$ cat config.mk
export PLATFORM = sky130hd
export DESIGN_NAME = crl_comparator_and_ref_ladder_ctrl
export DESIGN_NICKNAME = d
export VERILOG_FILES = /design/src/rtl/crl_pkg.sv /design/src/rtl/crl_comparator_and_ref_ladder_ctrl.sv
export SDC_FILE = /design/constraint.sdc
export NUM_CORES = 1
export LEC_CHECK = 0
export BUFFER_PORTS_ARGS = -buffer_cell sky130_fd_sc_hd__buf_2
export CAP_MARGIN = 20
export CORE_UTILIZATION = 45
export CTS_CLUSTER_SIZE = 28
export DETAILED_ROUTE_END_ITERATION = 10
export GPL_ROUTABILITY_DRIVEN = 0
export PLACE_DENSITY = 0.89
export RECOVER_POWER = 50
export SYNTH_ARGS = -nofsm -noshare
export SYNTH_HDL_FRONTEND = slang
export SYNTH_SLANG_ARGS = --single-unit
$ cat constraint.sdc
create_clock -name clk -period 2.4 [get_ports clk]
set_input_delay 0.6 -clock clk [delete_from_list [all_inputs] [get_ports clk]]
set_output_delay 0.6 -clock clk [all_outputs]
set_load 0.005 [all_outputs]
$ cat src/rtl/crl_pkg.sv
package crl_pkg;
    // ---------------------------------------------------------------
    // register map (word index; byte address is index * 4)
    // ---------------------------------------------------------------
    localparam int ADDR_W = 4;
    localparam logic [ADDR_W-1:0] IDX_LADDER_CTRL0 = 4'h0;
    localparam logic [ADDR_W-1:0] IDX_LADDER_CTRL1 = 4'h1;
    localparam logic [ADDR_W-1:0] IDX_CMP1_CTRL0 = 4'h2;
    localparam logic [ADDR_W-1:0] IDX_CMP1_CTRL1 = 4'h3;
    localparam logic [ADDR_W-1:0] IDX_CMP2_CTRL0 = 4'h4;
    localparam logic [ADDR_W-1:0] IDX_CMP2_CTRL1 = 4'h5;
    localparam logic [ADDR_W-1:0] IDX_CMP_SUMMARY = 4'h6;
    localparam logic [ADDR_W-1:0] IDX_CMP_IRQ = 4'h7;
    // ---------------------------------------------------------------
    // field positions
    // ---------------------------------------------------------------
    localparam int BIT_LADDER_ON = 7;
    localparam int BIT_LADDER_PIN1 = 5;
    localparam int BIT_LADDER_PIN2 = 4;
    localparam int BIT_LADDER_TOP = 2;
    localparam int LEVEL_W = 5;
    localparam logic [7:0] MASK_LADDER_CTRL0 = 8'hB4;
    localparam logic [7:0] MASK_LADDER_CTRL1 = 8'h1F;
    localparam logic [7:0] MASK_CMP_CTRL0 = 8'hB7;
    localparam logic [7:0] MASK_CMP_CTRL1 = 8'hF7;
    localparam int BIT_CMP_ON = 7;
    localparam int BIT_CMP_RESULT = 6;
    localparam int BIT_CMP_PIN = 5;
    localparam int BIT_CMP_INV = 4;
    localparam int BIT_CMP_SPEED = 2;
    localparam int BIT_CMP_HYST = 1;
    localparam int BIT_CMP_SYNC = 0;
    localparam int BIT_CMP_RISE = 7;
    localparam int BIT_CMP_FALL = 6;
    localparam int POS_LO = 4;
    localparam int NEG_LO = 0;
    localparam logic [7:0] RST_LADDER = 8'h00;
    localparam logic [7:0] RST_CMP_CTRL0 = 8'h04;
    localparam logic [7:0] RST_CMP_CTRL1 = 8'h00;
    localparam int NUM_CMP = 2;
    // ---------------------------------------------------------------
    // channel codes
    // ---------------------------------------------------------------
    localparam logic [1:0] POS_PIN = 2'h0;
    localparam logic [1:0] POS_LADDER = 2'h1;
    localparam logic [1:0] POS_FIXED = 2'h2;
    localparam logic [1:0] POS_GROUND = 2'h3;

    // one-hot analog mux enables; all zero connects nothing
    typedef struct packed {
        logic [3:0] posOneHot;
        logic [7:0] negOneHot;
    } crl_mux_t;

    typedef struct packed {
        logic on;
        logic [LEVEL_W-1:0] level;
        logic topIsRefPin;
        logic pin1Drive;
        logic pin2Drive;
    } crl_ladder_t;

    typedef struct packed {
        logic pinOut;
        logic pinOe;
        logic portOverride;
    } crl_pin_t;
endpackage

$ cat src/rtl/crl_comparator_and_ref_ladder_ctrl.sv
`timescale 1ns/1ps
// Behaviour
// ladder powered only while ladder_on bit 7 is one
// five-bit level code picks one of 32 ladder taps
// bits 5 and 4 connect ladder voltage to pin 1 and pin 2
// driven ladder pin has digital driver, pull-up, input detector forced off
// bit 2 picks reference pin as ladder top, else supply
// reset turns ladder off, drops both pins, clears level code
// waking from sleep leaves ladder control register untouched
// unimplemented ladder bits read as zero
// software should switch the ladder off before sleep
// each comparator has its own two control registers
// comparator enable runs it; clearing disconnects all inputs
// two-bit positive field picks pin, ladder, fixed reference or ground
// three-bit negative field picks the inverting input source
// result readable in own control bit and in shared mirror register
// result on pin only with pin enable, direction clear, comparator on
// pin enable overrides port latch regardless of comparator enable
// sync result to logic cells, converter, timer; async to waveform gen
// internal result registered every cycle; pin output not registered unless sync bit set
// result is one when plus exceeds minus, inverted by invert bit
// software sets analog-select and direction bits for analog pins
// positive codes: 11 ground, 10 fixed reference, 01 ladder
// sync bit latches timer and pin result on timer clock falling edge
// rise and fall enables set sticky flag; only software clears it
// positive code 00 selects the positive analog pin
// channel selects all deselected while comparator is disabled
module crl_comparator_and_ref_ladder_ctrl (
    input wire logic clk, // 250 MHz instruction clock
    input wire logic rst_n, // async reset, active low
    input wire logic wake, // sleep wake event, no register effect
    input wire logic [31:0] wb_adr_i, // wishbone byte address
    input wire logic [31:0] wb_dat_i, // wishbone write data
    output logic [31:0] wb_dat_o, // wishbone read data
    input wire logic [3:0] wb_sel_i, // byte enables
    input wire logic wb_we_i, // write
    input wire logic wb_cyc_i, // cycle
    input wire logic wb_stb_i, // strobe
    output logic wb_ack_o, // acknowledge
    output logic wb_err_o, // unmapped address
    input wire logic [1:0] cmpRaw, // analog comparator outputs, async
    input wire logic timerClk, // timer 1 source clock after prescaler
    input wire logic [1:0] pinDirection, // direction bit per comparator pin, 1 input
    input wire logic [1:0] portLatch, // port data latch per comparator pin
    output crl_pkg::crl_ladder_t ladder, // ladder analog controls
    output logic [1:0] ladderPinBlock, // digital functions off on ladder pins
    output crl_pkg::crl_mux_t [1:0] cmpMux, // analog input mux enables
    output logic [1:0] cmpPower, // comparator core enable
    output logic [1:0] cmpSpeed, // comparator speed select
    output logic [1:0] cmpHyst, // comparator hysteresis enable
    output logic [1:0] cmpSyncOut, // sync result to logic cells, converter, timer
    output logic [1:0] cmpAsyncOut, // async result to waveform generator
    output crl_pkg::crl_pin_t [1:0] cmpPin, // comparator pin drive
    output logic [1:0] cmpIrqFlag // sticky edge flags
);
    import crl_pkg::*;

    // ---------------------------------------------------------------
    // bus decode
    // ---------------------------------------------------------------
    logic [7:0] ladderCtrl0_ff, ladderCtrl1_ff;
    logic [7:0] cmpCtrl0_ff [NUM_CMP];
    logic [7:0] cmpCtrl1_ff [NUM_CMP];
    logic [1:0] irqFlag_ff;
    logic ack_ff, err_ff;
    logic [31:0] rdData_ff;
    logic [ADDR_W-1:0] regIdx;
    logic busReq, addrHit, wrLane0, wrStrobe;
    logic [7:0] wrByte;

    assign regIdx = wb_adr_i[ADDR_W+1:2];
    assign busReq = wb_cyc_i & wb_stb_i & ~ack_ff & ~err_ff;
    assign addrHit = (wb_adr_i[31:ADDR_W+2] == '0) && (regIdx <= IDX_CMP_IRQ);
    assign wrLane0 = wb_we_i & wb_sel_i[0];
    assign wrStrobe = busReq & addrHit & wrLane0;
    assign wrByte = wb_dat_i[7:0];

    logic wrLad0, wrLad1, wrIrq;
    logic [1:0] wrCmp0, wrCmp1;
    assign wrLad0 = wrStrobe && (regIdx == IDX_LADDER_CTRL0);
    assign wrLad1 = wrStrobe && (regIdx == IDX_LADDER_CTRL1);
    assign wrCmp0[0] = wrStrobe && (regIdx == IDX_CMP1_CTRL0);
    assign wrCmp1[0] = wrStrobe && (regIdx == IDX_CMP1_CTRL1);
    assign wrCmp0[1] = wrStrobe && (regIdx == IDX_CMP2_CTRL0);
    assign wrCmp1[1] = wrStrobe && (regIdx == IDX_CMP2_CTRL1);
    assign wrIrq = wrStrobe && (regIdx == IDX_CMP_IRQ);

    // ---------------------------------------------------------------
    // ladder registers
    // ---------------------------------------------------------------
    // wake is deliberately not used: only reset and writes change these
    // reset clears ladder
    // wake leaves contents
    always_ff @(posedge clk or negedge rst_n) begin
        if (!rst_n) begin
            ladderCtrl0_ff <= RST_LADDER;
            ladderCtrl1_ff <= RST_LADDER;
        end else begin
            // unimplemented masked
            if (wrLad0) ladderCtrl0_ff <= wrByte & MASK_LADDER_CTRL0;
            if (wrLad1) ladderCtrl1_ff <= wrByte & MASK_LADDER_CTRL1;
        end
    end

    // ladder power
    assign ladder.on = ladderCtrl0_ff[BIT_LADDER_ON];
    // tap select
    assign ladder.level = ladderCtrl1_ff[LEVEL_W-1:0];
    // top source
    assign ladder.topIsRefPin = ladderCtrl0_ff[BIT_LADDER_TOP];
    // pin connect
    assign ladder.pin1Drive = ladderCtrl0_ff[BIT_LADDER_PIN1];
    assign ladder.pin2Drive = ladderCtrl0_ff[BIT_LADDER_PIN2];
    // digital functions off
    assign ladderPinBlock = {ladder.pin2Drive, ladder.pin1Drive};

    // ---------------------------------------------------------------
    // timer clock edge detect (pin-domain input, two-stage sync first)
    // ---------------------------------------------------------------
    logic tmrMeta_ff, tmrSync_ff, tmrPrev_ff, tmrFall;
    always_ff @(posedge clk or negedge rst_n) begin
        if (!rst_n) begin
            tmrMeta_ff <= 1'b0;
            tmrSync_ff <= 1'b0;
            tmrPrev_ff <= 1'b0;
        end else begin
            tmrMeta_ff <= timerClk;
            tmrSync_ff <= tmrMeta_ff;
            tmrPrev_ff <= tmrSync_ff;
        end
    end
    assign tmrFall = tmrPrev_ff & ~tmrSync_ff;

    // ---------------------------------------------------------------
    // per-comparator logic
    // ---------------------------------------------------------------
    logic [1:0] resultSync;
    logic [1:0] nxt_irqFlag;
    logic [1:0] edgeHit;

    // independent control per comparator
    for (genvar c = 0; c < NUM_CMP; c++) begin : g_cmp
        logic rawMeta_ff, rawSync_ff, result_ff, prevResult_ff, tmrLatch_ff;
        logic on, inv, pinEn, syncMode, polRaw, pinValue, pinDrv;
        logic [1:0] posSel;
        logic [2:0] negSel;

        always_ff @(posedge clk or negedge rst_n) begin
            if (!rst_n) begin
                cmpCtrl0_ff[c] <= RST_CMP_CTRL0;
                cmpCtrl1_ff[c] <= RST_CMP_CTRL1;
            end else begin
                if (wrCmp0[c]) cmpCtrl0_ff[c] <= wrByte & MASK_CMP_CTRL0;
                if (wrCmp1[c]) cmpCtrl1_ff[c] <= wrByte & MASK_CMP_CTRL1;
            end
        end

        assign on = cmpCtrl0_ff[c][BIT_CMP_ON];
        assign inv = cmpCtrl0_ff[c][BIT_CMP_INV];
        assign pinEn = cmpCtrl0_ff[c][BIT_CMP_PIN];
        assign syncMode = cmpCtrl0_ff[c][BIT_CMP_SYNC];
        assign posSel = cmpCtrl1_ff[c][POS_LO+1:POS_LO];
        assign negSel = cmpCtrl1_ff[c][NEG_LO+2:NEG_LO];
        // enable powers core
        assign cmpPower[c] = on;
        assign cmpSpeed[c] = cmpCtrl0_ff[c][BIT_CMP_SPEED];
        assign cmpHyst[c] = cmpCtrl0_ff[c][BIT_CMP_HYST];

        // positive mux
        // code decode
        // code 00 pin
        // deselect when off
        assign cmpMux[c].posOneHot = on ? (4'h1 << posSel) : 4'h0;
        // negative mux
        // inputs disconnected
        assign cmpMux[c].negOneHot = on ? (8'h01 << negSel) : 8'h00;

        // a disabled core reads low; polarity still applies, so toggling
        // invert while off can raise an edge flag as software expects
        // polarity applied
        assign polRaw = (on & cmpRaw[c]) ^ inv;
        // async consumer
        assign cmpAsyncOut[c] = polRaw;

        // per-cycle latch
        always_ff @(posedge clk or negedge rst_n) begin
            if (!rst_n) begin
                rawMeta_ff <= 1'b0;
                rawSync_ff <= 1'b0;
                result_ff <= 1'b0;
                prevResult_ff <= 1'b0;
                tmrLatch_ff <= 1'b0;
            end else begin
                // gate after the synchroniser so the async pin meets a bare flop first
                rawMeta_ff <= cmpRaw[c];
                rawSync_ff <= rawMeta_ff;
                result_ff <= (on & rawSync_ff) ^ inv;
                prevResult_ff <= result_ff;
                // timer falling edge latch
                if (tmrFall) tmrLatch_ff <= result_ff;
            end
        end
        assign resultSync[c] = result_ff;

        // sync consumers
        // sync mode select
        assign cmpSyncOut[c] = syncMode ? tmrLatch_ff : result_ff;

        // pin path unlatched unless sync mode
        assign pinValue = syncMode ? tmrLatch_ff : polRaw;
        // pin drive gating
        assign pinDrv = pinEn & on & ~pinDirection[c];
        // override ignores enable
        assign cmpPin[c].portOverride = pinEn;
        assign cmpPin[c].pinOut = pinEn ? pinValue : portLatch[c];
        assign cmpPin[c].pinOe = pinDrv | (~pinEn & ~pinDirection[c]);

        // edge detect
        assign edgeHit[c] = (cmpCtrl1_ff[c][BIT_CMP_RISE] & result_ff & ~prevResult_ff)
            | (cmpCtrl1_ff[c][BIT_CMP_FALL] & ~result_ff & prevResult_ff);
        // set wins over a same-cycle software clear
        assign nxt_irqFlag[c] = edgeHit[c] | (wrIrq & ~wrByte[c] ? 1'b0 : irqFlag_ff[c]);
    end

    // ---------------------------------------------------------------
    // interrupt flags
    // ---------------------------------------------------------------
    // sticky flags
    always_ff @(posedge clk or negedge rst_n) begin
        if (!rst_n) irqFlag_ff <= 2'h0;
        else irqFlag_ff <= nxt_irqFlag;
    end
    assign cmpIrqFlag = irqFlag_ff;

    // ---------------------------------------------------------------
    // read mux and answer
    // ---------------------------------------------------------------
    logic [7:0] rdByte;
    logic [7:0] cmpRd0 [NUM_CMP];
    for (genvar c = 0; c < NUM_CMP; c++) begin : g_rd
        // result in control bit
        assign cmpRd0[c] = cmpCtrl0_ff[c] | (8'(resultSync[c]) << BIT_CMP_RESULT);
    end

    always_comb begin
        rdByte = 8'h00;
        unique case (regIdx)
            IDX_LADDER_CTRL0: rdByte = ladderCtrl0_ff;
            IDX_LADDER_CTRL1: rdByte = ladderCtrl1_ff;
            IDX_CMP1_CTRL0: rdByte = cmpRd0[0];
            IDX_CMP1_CTRL1: rdByte = cmpCtrl1_ff[0];
            IDX_CMP2_CTRL0: rdByte = cmpRd0[1];
            IDX_CMP2_CTRL1: rdByte = cmpCtrl1_ff[1];
            // shared mirror
            IDX_CMP_SUMMARY: rdByte = {6'h00, resultSync};
            IDX_CMP_IRQ: rdByte = {6'h00, irqFlag_ff};
            default: rdByte = 8'h00;
        endcase
    end

    always_ff @(posedge clk or negedge rst_n) begin
        if (!rst_n) begin
            ack_ff <= 1'b0;
            err_ff <= 1'b0;
            rdData_ff <= 32'h0;
        end else begin
            ack_ff <= busReq & addrHit;
            err_ff <= busReq & ~addrHit;
            rdData_ff <= {24'h000000, rdByte};
        end
    end
    assign wb_ack_o = ack_ff;
    assign wb_err_o = err_ff;
    assign wb_dat_o = rdData_ff;
endmodule

==> impl_metrics.json, run 1 <==
{
  "outcome": "finished, final reports clean",
  "cts_tree": "done",
  "syn_avg_cell_area_sq_um": 11.2,
  "syn_area_sq_mm": 0.00321,
  "cp-endpoint": "cmpMux[14]",
  "max_freq_mhz": 458,
  "hold_violations": 0,
  "finalSetupTns_ps": 0,
  "worst-r2r-cell-count": 4,
  "relSlewSlack": 0.0227,
  "stdcell_area_sq_mm": 0.00395,
  "setup_viol": 0,
  "drtIter0Drc": 193,
  "yosysWarnings": 0,
  "fin_ws_ps": 215,
  "drtPass1Iterations": 4,
  "r2r_end": "cmpCtrl1_ff[13]",
  "pre_cts_ws_ps": -82.1,
  "wl_per_cell_microns": 16.0,
  "synth.distinct_cells": 42,
  "grt_first_pass_wirelength_mm": 12.3,
  "switching_share": 0.225,
  "power_density_mw_per_mm2": 514,
  "grt_max_degree": 35,
  "critPathCaptureType": "primary output",
  "slew_violations": 0,
  "ant_nets": 0,
  "startpoint": "cmpPower[1]",
  "rsz0062_at_grt": "no",
  "power.internal_w": 0.00158,
  "coreArea_sq_mm": 0.00683,
  "worst_pin_slew_ps": 1470,
  "drive_gt1_frac": 0.445,
  "postCtsSetupBuffers": 0,
  "htree_num_levels": 3,
  "cts_resized": 0,
  "grt.total_usage": 0.223,
  "io_pins": 168,
  "ys.flop_type": "dfrtp_1",
  "dpl.cell_count": 490,
  "min_path_type": "flop to flop",
  "n_fill_cell": 601,
  "syn_to_final_growth_pct": 23.3,
  "slowest_stage": "clkbuf_1",
  "die-area_sq_mm": 0.00747,
  "place_hpwl_mm": 6.26,
  "worst_ep_required_time_ps": 1800,
  "root_buffer": "clkbuf_8",
  "startpoint_type": "flop",
  "power_frac_clock": 0.428,
  "grt_antenna_before_repair": 0,
  "min_period_ps": 2190,
  "critical-path-top-delay-family": "buffers and inverters",
  "p_sw_w": 0.000457,
  "synth_edf_count": 0,
  "fp-row-count": 30,
  "start_util": 0.469,
  "cts_hold_buf": 0,
  "cts.sinks": 60,
  "cp.depth": 4,
  "ys_seq_area_frac": 0.469,
  "max-clock-path-buffers": 2,
  "ys_ff_latch": 60,
  "critPathMaxStageDelay_ps": 410,
  "critPathKind": "flop to primary output",
  "vias_per_cell": 5.25,
  "cts_buffers": 9,
  "drc": 0,
  "fin_skew_ps": 5.12,
  "finalCoreUtilization": 0.579,
  "antennaDiodeCount": 0,
  "path_cells": "clkbuf_1 -> nand2_1 -> nor3_1 -> buf_2",
  "ir_drop_v": 0.000336,
  "die_h_microns": 86.4,
  "clk_latency_ps": 330,
  "arrival_ps": 1590,
  "drv_cap": 0,
  "post_dp_cell_area_sq_mm": 0.00379,
  "async_reset_ff_frac": 1.00,
  "clk_pin_slew_worst_paths_ps": 60,
  "path_max_fanout": 10,
  "netlist_instances": 287,
  "comb_power_share": 0.069,
  "first_global_vias": 2552,
  "finalNetCount": 486,
  "multi_input_area_sq_mm": 0.00146,
  "r2r_start": "wb_ack_o",
  "power_frac_seq": 0.503,
  "reg2reg_slack_ps": 460,
  "port_buffers": 113,
  "min_period_over_period": 0.911,
  "grt_overflow": 0,
  "path_buf_inv": 2,
  "leakagePower_nw": 2.05,
  "vias": 2652,
  "die_w_microns": 86.4,
  "seq_area_sq_mm": 0.00150,
  "final_cells": 505,
  "finalWirelength_mm": 8.08
}
## layout make-up
class,count,share of cell area
Sequential cell,60,0.380
Multi-Input combinational cell,201,0.369
Timing Repair Buffer,127,0.168
Clock buffer,13,0.0377
Tap cell,96,0.0304
Clock inverter,2,0.00886
Inverter,6,0.00570
## metal layers
metal  track usage  vias to the layer above  wire, microns
met5             0                        -              0
met2         0.398                      146           4240
li1              -                     1206              -
met4         0.130                        0            165
met1         0.239                     1284           2970
met3        0.0543                       16            704
## synth_stat cells (2+ instances only)
master	count	area [sq um]
mux2_2	36	405
buf_2	2	10.0
nand4_4	2	42.5
nor4_2	6	75.1
nor3_4	5	81.3
nand2_1	30	113
o211ai_1	3	22.5
nand2b_1	10	62.6
xnor2_1	4	35.0
or3_1	2	12.5
a31oi_1	2	12.5
a22oi_1	4	30.0
nor3_1	7	35.0
a222oi_1	5	50.1
dfrtp_1	58	1450
nor4b_2	3	45.0
a21oi_1	3	15.0
o31ai_1	4	30.0
inv_1	6	22.5
mux2i_1	2	20.0
nand3_1	5	25.0
clkbuf_1	3	11.3
buf_4	37	278
a22o_1	2	17.5
and4bb_2	2	25.0
nor2_1	18	67.6
and2_1	2	12.5
dfstp_2	2	52.6
and3_1	2	12.5
o21ai_0	8	40.0
## cell families (layout without fill, tap and decap cells)
| group | count (synthesis) | count (layout) | share of synthesized area |
|---|---|---|---|
| DFF | 60 | 60 | 0.469 |
| xor gates and xnor gates | 4 | 4 | 0.0109 |
| muxes | 39 | 39 | 0.136 |
| buffers and inverters | 49 | 148 | 0.101 |
| and+or+nand+nor | 101 | 101 | 0.208 |
| other | 1 | 24 | 0.00117 |
| AOI/OAI and AO/OA | 33 | 33 | 0.0730 |
## worst min path at each step
| stage | end | start | cells after the start |
|---|---|---|---|
| final | tmrSync_ff | tmrMeta_ff | 0 |
| after global routing | tmrSync_ff | tmrMeta_ff | 0 |
| after CTS | cmpPin[0] | rst_n | 1 |
| after detailed placement | tmrSync_ff | tmrMeta_ff | 0 |
| after global placement | g_cmp[0].rawSync_ff | g_cmp[0].rawMeta_ff | 0 |
| after floorplan | cmpCtrl0_ff[0] | rst_n | 0 |
## registers in the layout (all words and copies together), names as in the netlist, 4 cells and up
name            cells
cmpCtrl1_ff        14
wb_dat_o            8
ladderCtrl1_ff      5
cmpCtrl0_ff         4
ladderCtrl0_ff      4
## power by group through the flow
stage          clock network [W]  registers (W)   logic, W
2_1_floorplan                  0        0.00104  0.0000741
3_3_place_gp                   0        0.00104   0.000136
3_5_place_dp                   0        0.00104   0.000141
4_1_cts                 0.000887        0.00102   0.000142
5_1_grt                 0.000925        0.00102   0.000155
6_report                0.000870        0.00102   0.000140
## per-stage QoR
step,total power [W],hold slack [ps]
after CTS,0.00205,283
after global routing,0.00210,357
after floorplan,0.00111,304
after global placement,0.00118,332
after detailed placement,0.00118,338
final,0.00203,346
## layout by cell type, fill, tap and decap left out, types with 3 or more instances in the layout
cell	n
buf_2	102
dfrtp_1	58
mux2_2	36
nand2_1	30
conb_1	24
nor2_1	18
clkbuf_1	15
buf_4	12
nand2b_1	10
clkbuf_8	10
o21ai_0	8
nor3_1	7
inv_1	6
nor4_2	6
a222oi_1	5
nand3_1	5
nor3_4	5
a22oi_1	4
o31ai_1	4
xnor2_1	4
a21oi_1	3
o211ai_1	3
(Power assumes the default switching activity.)
==> run 2, diff against run 1 <==
--- a/config.mk
+++ b/config.mk
@@ -5,13 +5,13 @@
 export SDC_FILE = /design/constraint.sdc
 export NUM_CORES = 1
 export LEC_CHECK = 0
-export BUFFER_PORTS_ARGS = -buffer_cell sky130_fd_sc_hd__buf_2
 export CAP_MARGIN = 20
-export CORE_UTILIZATION = 45
+export CORE_UTILIZATION = 60
 export CTS_CLUSTER_SIZE = 28
 export DETAILED_ROUTE_END_ITERATION = 10
+export DONT_BUFFER_PORTS = 1
 export GPL_ROUTABILITY_DRIVEN = 0
-export PLACE_DENSITY = 0.89
+export PLACE_DENSITY = 0.76
 export RECOVER_POWER = 50
 export SYNTH_ARGS = -nofsm -noshare
 export SYNTH_HDL_FRONTEND = slang
==> run 2 against run 1 <==
Compared with the run above:
- core utilization is 8.3 points higher
- first-iteration DRC count is 10% lower
- setup slack better by 170 ps
- via count is 15% lower
- hold slack worse by 250 ps
- combinational power is 55% lower
- critical path depth stayed put
- largest power group unchanged
==> impl_metrics.json, run 2 (synthesis gave the netlist of run 1 again) <==
{
  "layout_commonest_cell": "dfrtp_1",
  "use_met1": 0.361,
  "worst_ep_required_time_ps": 2630,
  "grt_antenna_before_repair": 0,
  "antennaDiodeCount": 0,
  "critPathCaptureType": "flop",
  "max-clock-path-buffers": 2,
  "largest_reg_flops": 14,
  "cts_buffers": 9,
  "drc": 0,
  "wl_per_cell_microns": 20.1,
  "grt.total_usage": 0.280,
  "power.internal_w": 0.00157,
  "power_frac_clock": 0.456,
  "setup_viol": 0,
  "postCtsSetupBuffers": 0,
  "power_frac_seq": 0.512,
  "outcome": "finished, final reports clean",
  "arrival_ps": 2240,
  "vias": 2243,
  "top_usage_layer": "met2",
  "switching_share": 0.216,
  "met3_usage": 0.0562,
  "io_pins": 168,
  "critPathKind": "flop to flop",
  "grt_overflow": 0,
  "final_cells": 370,
  "htree_num_levels": 3,
  "leakagePower_nw": 1.58,
  "ant_nets": 0,
  "worst_pin_slew_ps": 1420,
  "finalSetupTns_ps": 0,
  "relSlewSlack": 0.0542,
  "drtPass1Iterations": 4,
  "final_cell_mix": "dfrtp_1, mux2_2, nand2_1",
  "root_buffer": "clkbuf_8",
  "min_period_over_period": 0.839,
  "cts.sinks": 60,
  "slew_violations": 0,
  "first_global_vias": 2158,
  "rsz0062_at_grt": "no",
  "grt_first_pass_wirelength_mm": 11.0,
  "fin_skew_ps": 9.07,
  "port_buffers": 0,
  "start_util": 0.624,
  "drive_gt1_frac": 0.287,
  "clk_pin_slew_worst_paths_ps": 70,
  "min_period_ps": 2010,
  "dpl.cell_count": 354,
  "cts_tree": "done",
  "die_h_microns": 75.1,
  "clk_latency_ps": 340,
  "power_density_mw_per_mm2": 588,
  "die-area_sq_mm": 0.00564,
  "drtIter0Drc": 173,
  "die_w_microns": 75.1,
  "ir_drop_v": 0.000351,
  "grtUsageMet2": 0.465,
  "finalNetCount": 377,
  "grt_max_degree": 59,
  "startpoint_type": "flop",
  "path_max_fanout": 7,
  "vias_per_cell": 6.06,
  "place_hpwl_mm": 5.51,
  "coreArea_sq_mm": 0.00514,
  "drv_cap": 0,
  "finalWirelength_mm": 7.43,
  "fp-row-count": 26,
  "worst-r2r-cell-count": 4,
  "hold_violations": 0,
  "syn_to_final_growth_pct": 6.01,
  "top_register": "cmpCtrl1_ff",
  "p_sw_w": 0.000432,
  "min_path_type": "primary input to asynchronous set/reset pin",
  "comb_power_share": 0.032,
  "max_freq_mhz": 496
}
[run 2: cell count changes in the layout (fill, tap and decap cells not counted)]
cell / delta
clkinv_4: +1
buf_2: -102
clkbuf_8: +1
buf_4: +2
nor4b_1: -1
nor4b_2: +1
buf_12: -1
clkbuf_1: -12
clkbuf_2: +1
clkinv_2: +1
[run 2: metal layers]
layer  vias up  part of all wire
met5         -                 0
met4         0             0.019
met3        13             0.078
met2       127              0.51
met1      1119              0.40
li1        984                 -
[run 2: critical path, cell delays in order, from the launching register on]
cell	delay (ps)
dfrtp_1	410
and4bb_2	360
nand4_4	260
nor3_4	470
mux2_2	390
[run 2: power by group through the flow]
stage / registers, W / clock network [W] / logic [W]
floorplan: 0.00104 / 0 / 0.0000741
global placement: 0.00104 / 0 / 0.0000437
detailed placement: 0.00104 / 0 / 0.0000447
CTS: 0.00102 / 0.000933 / 0.0000692
global route: 0.00102 / 0.000975 / 0.0000753
finish: 0.00102 / 0.000912 / 0.0000631
[run 2: what timing repair did]
item                      CTS  global route
hold endpoints to repair   58             0
hold buffers                1             0
resized for setup           0             0
[run 2: final timing paths]
check                                     from                  end  slack [ps]
max reg2reg                           wb_err_o    ladderCtrl1_ff[1]         390
max in group asynchronous                rst_n          cmpPower[1]         970
min                                      rst_n          cmpSpeed[1]          90
min reg2reg                g_cmp[1].rawMeta_ff  g_cmp[1].rawSync_ff         350
max                                   wb_err_o    ladderCtrl1_ff[1]         390
min in group clk                      timerClk           tmrMeta_ff         280
[run 2: stage by stage]
stage	cell area (sq um)	util	hold WS [ps]	setup WS, ps	power [W]
after floorplan	3290	-	304	276	0.00111
after global placement	3210	0.624	307	98.0	0.00108
after detailed placement	3210	0.624	307	81.9	0.00109
after CTS	3430	0.668	80.4	399	0.00202
after global routing	3400	0.661	84.1	351	0.00207
final	3400	0.661	94.4	385	0.00200
[run 2: cell type report]
| type | instances | area, sq um |
|---|---|---|
| clock buffers | 11 | 151 |
| clock inverters | 4 | 48.8 |
| fillers | 420 | 1740 |
| inverters | 6 | 22.5 |
| multi-input cells | 201 | 1460 |
| flip-flops and latches | 60 | 1500 |
| well taps | 70 | 87.6 |
| repair buffers | 18 | 121 |
==> run 3, diff against run 2 <==
--- a/config.mk
+++ b/config.mk
@@ -5,6 +5,7 @@
 export SDC_FILE = /design/constraint.sdc
 export NUM_CORES = 1
 export LEC_CHECK = 0
+export ABC_AREA = 1
 export CAP_MARGIN = 20
 export CORE_UTILIZATION = 60
 export CTS_CLUSTER_SIZE = 28
==> constraint.sdc (replaced) <==
create_clock -name clk -period 2.05 [get_ports clk]
set_input_delay 0.5125 -clock clk [delete_from_list [all_inputs] [get_ports clk]]
set_output_delay 0.5125 -clock clk [all_outputs]
set_load 0.005 [all_outputs]
==> run 3 against run 2 <==
Compared with the run above:
- non-clock buffer count fell by 5
- synthesized cell count rose by 43%
- clock skew fell by 1.9 ps
- combinational power up 57%
- sequential power rose by 18%
- cell area shrank 1.7%
- clock power is 2.6% higher
- power increased by 12%
- via count grew 23%
- register-to-register slack got worse by 180 ps
- cell count is 31% higher
- core utilization down 1.1 points
- critical endpoint is now cmpMux[21]
- highest routed layer unchanged
==> impl_metrics.json, run 3 <==
{
  "grt_antenna_before_repair": 0,
  "relSlewSlack": 0.0474,
  "finalSetupTns_ps": 0,
  "stdcell_area_sq_mm": 0.00334,
  "first_global_vias": 2511,
  "drive_gt1_frac": 0.0773,
  "arrival_ps": 1410,
  "yosysWarnings": 0,
  "power_frac_clock": 0.419,
  "finalWirelength_mm": 8.00,
  "power_frac_seq": 0.536,
  "ys_seq_area_frac": 0.469,
  "multi_input_area_sq_mm": 0.00135,
  "coreArea_sq_mm": 0.00514,
  "die_h_microns": 75.1,
  "cts.sinks": 60,
  "hold_violations": 0,
  "die_w_microns": 75.1,
  "n_fill_cell": 458,
  "htree_num_levels": 3,
  "switching_share": 0.235,
  "ys_ff_latch": 60,
  "grt_max_degree": 59,
  "fin_skew_ps": 7.20,
  "comb_power_share": 0.044,
  "netlist_instances": 410,
  "critPathMaxStageDelay_ps": 350,
  "power.internal_w": 0.00171,
  "min_period_ps": 1920,
  "min_path_type": "primary input to asynchronous set/reset pin",
  "ant_nets": 0,
  "yosysTopAreaCell": "dfrtp_1",
  "synth.distinct_cells": 27,
  "drc": 0,
  "cts_tree": "done",
  "largest_reg_flops": 14,
  "ir_drop_v": 0.000401,
  "grt.total_usage": 0.314,
  "cts_buffers": 9,
  "final_cell_mix": "nand2_1, dfrtp_1, nor2_1",
  "fp-row-count": 26,
  "worst_ep_required_time_ps": 1540,
  "clk_pin_slew_worst_paths_ps": 60,
  "worst_pin_slew_ps": 1430,
  "path_max_fanout": 6,
  "leakagePower_nw": 1.62,
  "wl_per_cell_microns": 16.5,
  "ys.flop_type": "dfrtp_1",
  "power_density_mw_per_mm2": 668,
  "clk_latency_ps": 340,
  "port_buffers": 0,
  "vias": 2752,
  "drtIter0Drc": 232,
  "top_register": "cmpCtrl1_ff",
  "ys_top_cells_by_area": "dfrtp_1, nand2_1, buf_4",
  "die-area_sq_mm": 0.00564,
  "max_freq_mhz": 521,
  "setup_viol": 0,
  "place_hpwl_mm": 5.68,
  "start_util": 0.624,
  "vias_per_cell": 5.69,
  "max-clock-path-buffers": 2,
  "layout_commonest_cell": "nand2_1",
  "syn_area_sq_mm": 0.00321,
  "grt_first_pass_wirelength_mm": 12.6,
  "use_met1": 0.412,
  "rsz0062_at_grt": "no",
  "slowest_stage": "dfrtp_1",
  "path_cells": "clkbuf_1 -> inv_1 -> nor3_1",
  "outcome": "finished, final reports clean",
  "grt_overflow": 0,
  "antennaDiodeCount": 0,
  "critPathCaptureType": "primary output",
  "top_usage_layer": "met2",
  "syn_avg_cell_area_sq_um": 7.82,
  "slew_violations": 0,
  "grtUsageMet2": 0.479,
  "critPathKind": "flop to primary output",
  "seq_area_sq_mm": 0.00151,
  "startpoint_type": "flop",
  "synth_most_common_cell": "nand2_1",
  "min_period_over_period": 0.936,
  "root_buffer": "clkbuf_8",
  "io_pins": 168,
  "synth_edf_count": 0,
  "post_dp_cell_area_sq_mm": 0.00316,
  "drv_cap": 0,
  "synth.top_cells.by_count": "nand2_1, dfrtp_1, nor2_1",
  "drtPass1Iterations": 6,
  "finalNetCount": 491,
  "synth.top_cell.area_share": 0.453,
  "async_reset_ff_frac": 1.00,
  "met3_usage": 0.0884,
  "syn_to_final_growth_pct": 4.17,
  "p_sw_w": 0.000524
}
==> run 3: cell count changes in the layout (fill, tap and decap cells not counted), sizes merged, moves of 5 or more <==
cell and change:
nand2 +98, mux2 -37, nand4 +36, nor2 +29, inv +25, nand2b -10, nor4 -6, a222oi -5
buf -5, nand3 +5
==> run 3: final cells by class <==
type	instances	share of cell area
clock inverters	2	0.00300
flip-flops and latches	60	0.451
repair buffers	13	0.0307
clock buffers	13	0.0476
multi-input cells	291	0.403
inverters	35	0.0393
well taps	70	0.0262
==> run 3: power groups by stage <==
| stage | Sequential, W | Combinational [W] | Clock (W) |
|---|---|---|---|
| after floorplan | 0.00122 | 0.0000886 | 0 |
| after global placement | 0.00122 | 0.0000724 | 0 |
| after detailed placement | 0.00122 | 0.0000734 | 0 |
| after CTS | 0.00120 | 0.000102 | 0.000944 |
| after global routing | 0.00120 | 0.000118 | 0.00100 |
| final | 0.00120 | 0.0000992 | 0.000936 |
==> run 3: cell families (layout without fill, tap and decap cells) <==
| group | Yosys count | in the layout | synth area share |
|---|---|---|---|
| XOR/XNOR | 4 | 4 | 0.0109 |
| AO/OA/AOI/OAI | 28 | 28 | 0.0538 |
| flip-flops | 60 | 60 | 0.469 |
| buffers and inverters | 82 | 63 | 0.141 |
| other | 1 | 24 | 0.00117 |
| AND/OR/NAND/NOR | 235 | 235 | 0.324 |
==> run 3: metal layers <==
| metal | share of wire | up-vias |
|---|---|---|
| met5 | 0 | - |
| met4 | 0.028 | 0 |
| met3 | 0.094 | 19 |
| met2 | 0.47 | 164 |
| met1 | 0.41 | 1287 |
| li1 | - | 1282 |
==> run 3: per-stage QoR <==
step	util	setup slack [ps]	power, W	cells	hold WS (ps)
2_1_floorplan	-	458	0.00131	433	217
6_report	0.650	132	0.00223	484	12.4
4_1_cts	0.652	79.9	0.00224	483	6.21
5_1_grt	0.650	43.2	0.00232	484	4.10
3_3_place_gp	0.614	167	0.00129	467	219
3_5_place_dp	0.614	107	0.00129	467	218
==> run 3: repair_timing <==
item                                    in CTS  in global routing
resized for setup                            0                  2
setup buffers                                0                  0
endpoints found under the setup margin       0                  2
hold endpoints to repair                    58                  1
hold buffers                                 1                  1
==> run 3: critical path: cells and delay by family (launching register included) <==
family,cells,cell delay (ps)
buffers and inverters,2,430
flip-flops,1,350
AND/OR/NAND/NOR,1,270
==> run 3: final timing paths <==
check / startpoint / end / slack (ps) / depth (start not counted)
setup / recovery: cmpPower[1] / cmpMux[21] / 130 / 3
hold / removal: rst_n / cmpSpeed[0] / 10 / 0
setup reg to reg: wb_ack_o / cmpCtrl1_ff[6] / 210 / 8
hold reg to reg: tmrMeta_ff / tmrSync_ff / 350 / 0
max in group asynchronous: rst_n / cmpPower[0] / 600 / 1
min in group clk: cmpRaw[1] / g_cmp[1].rawMeta_ff / 190 / 0
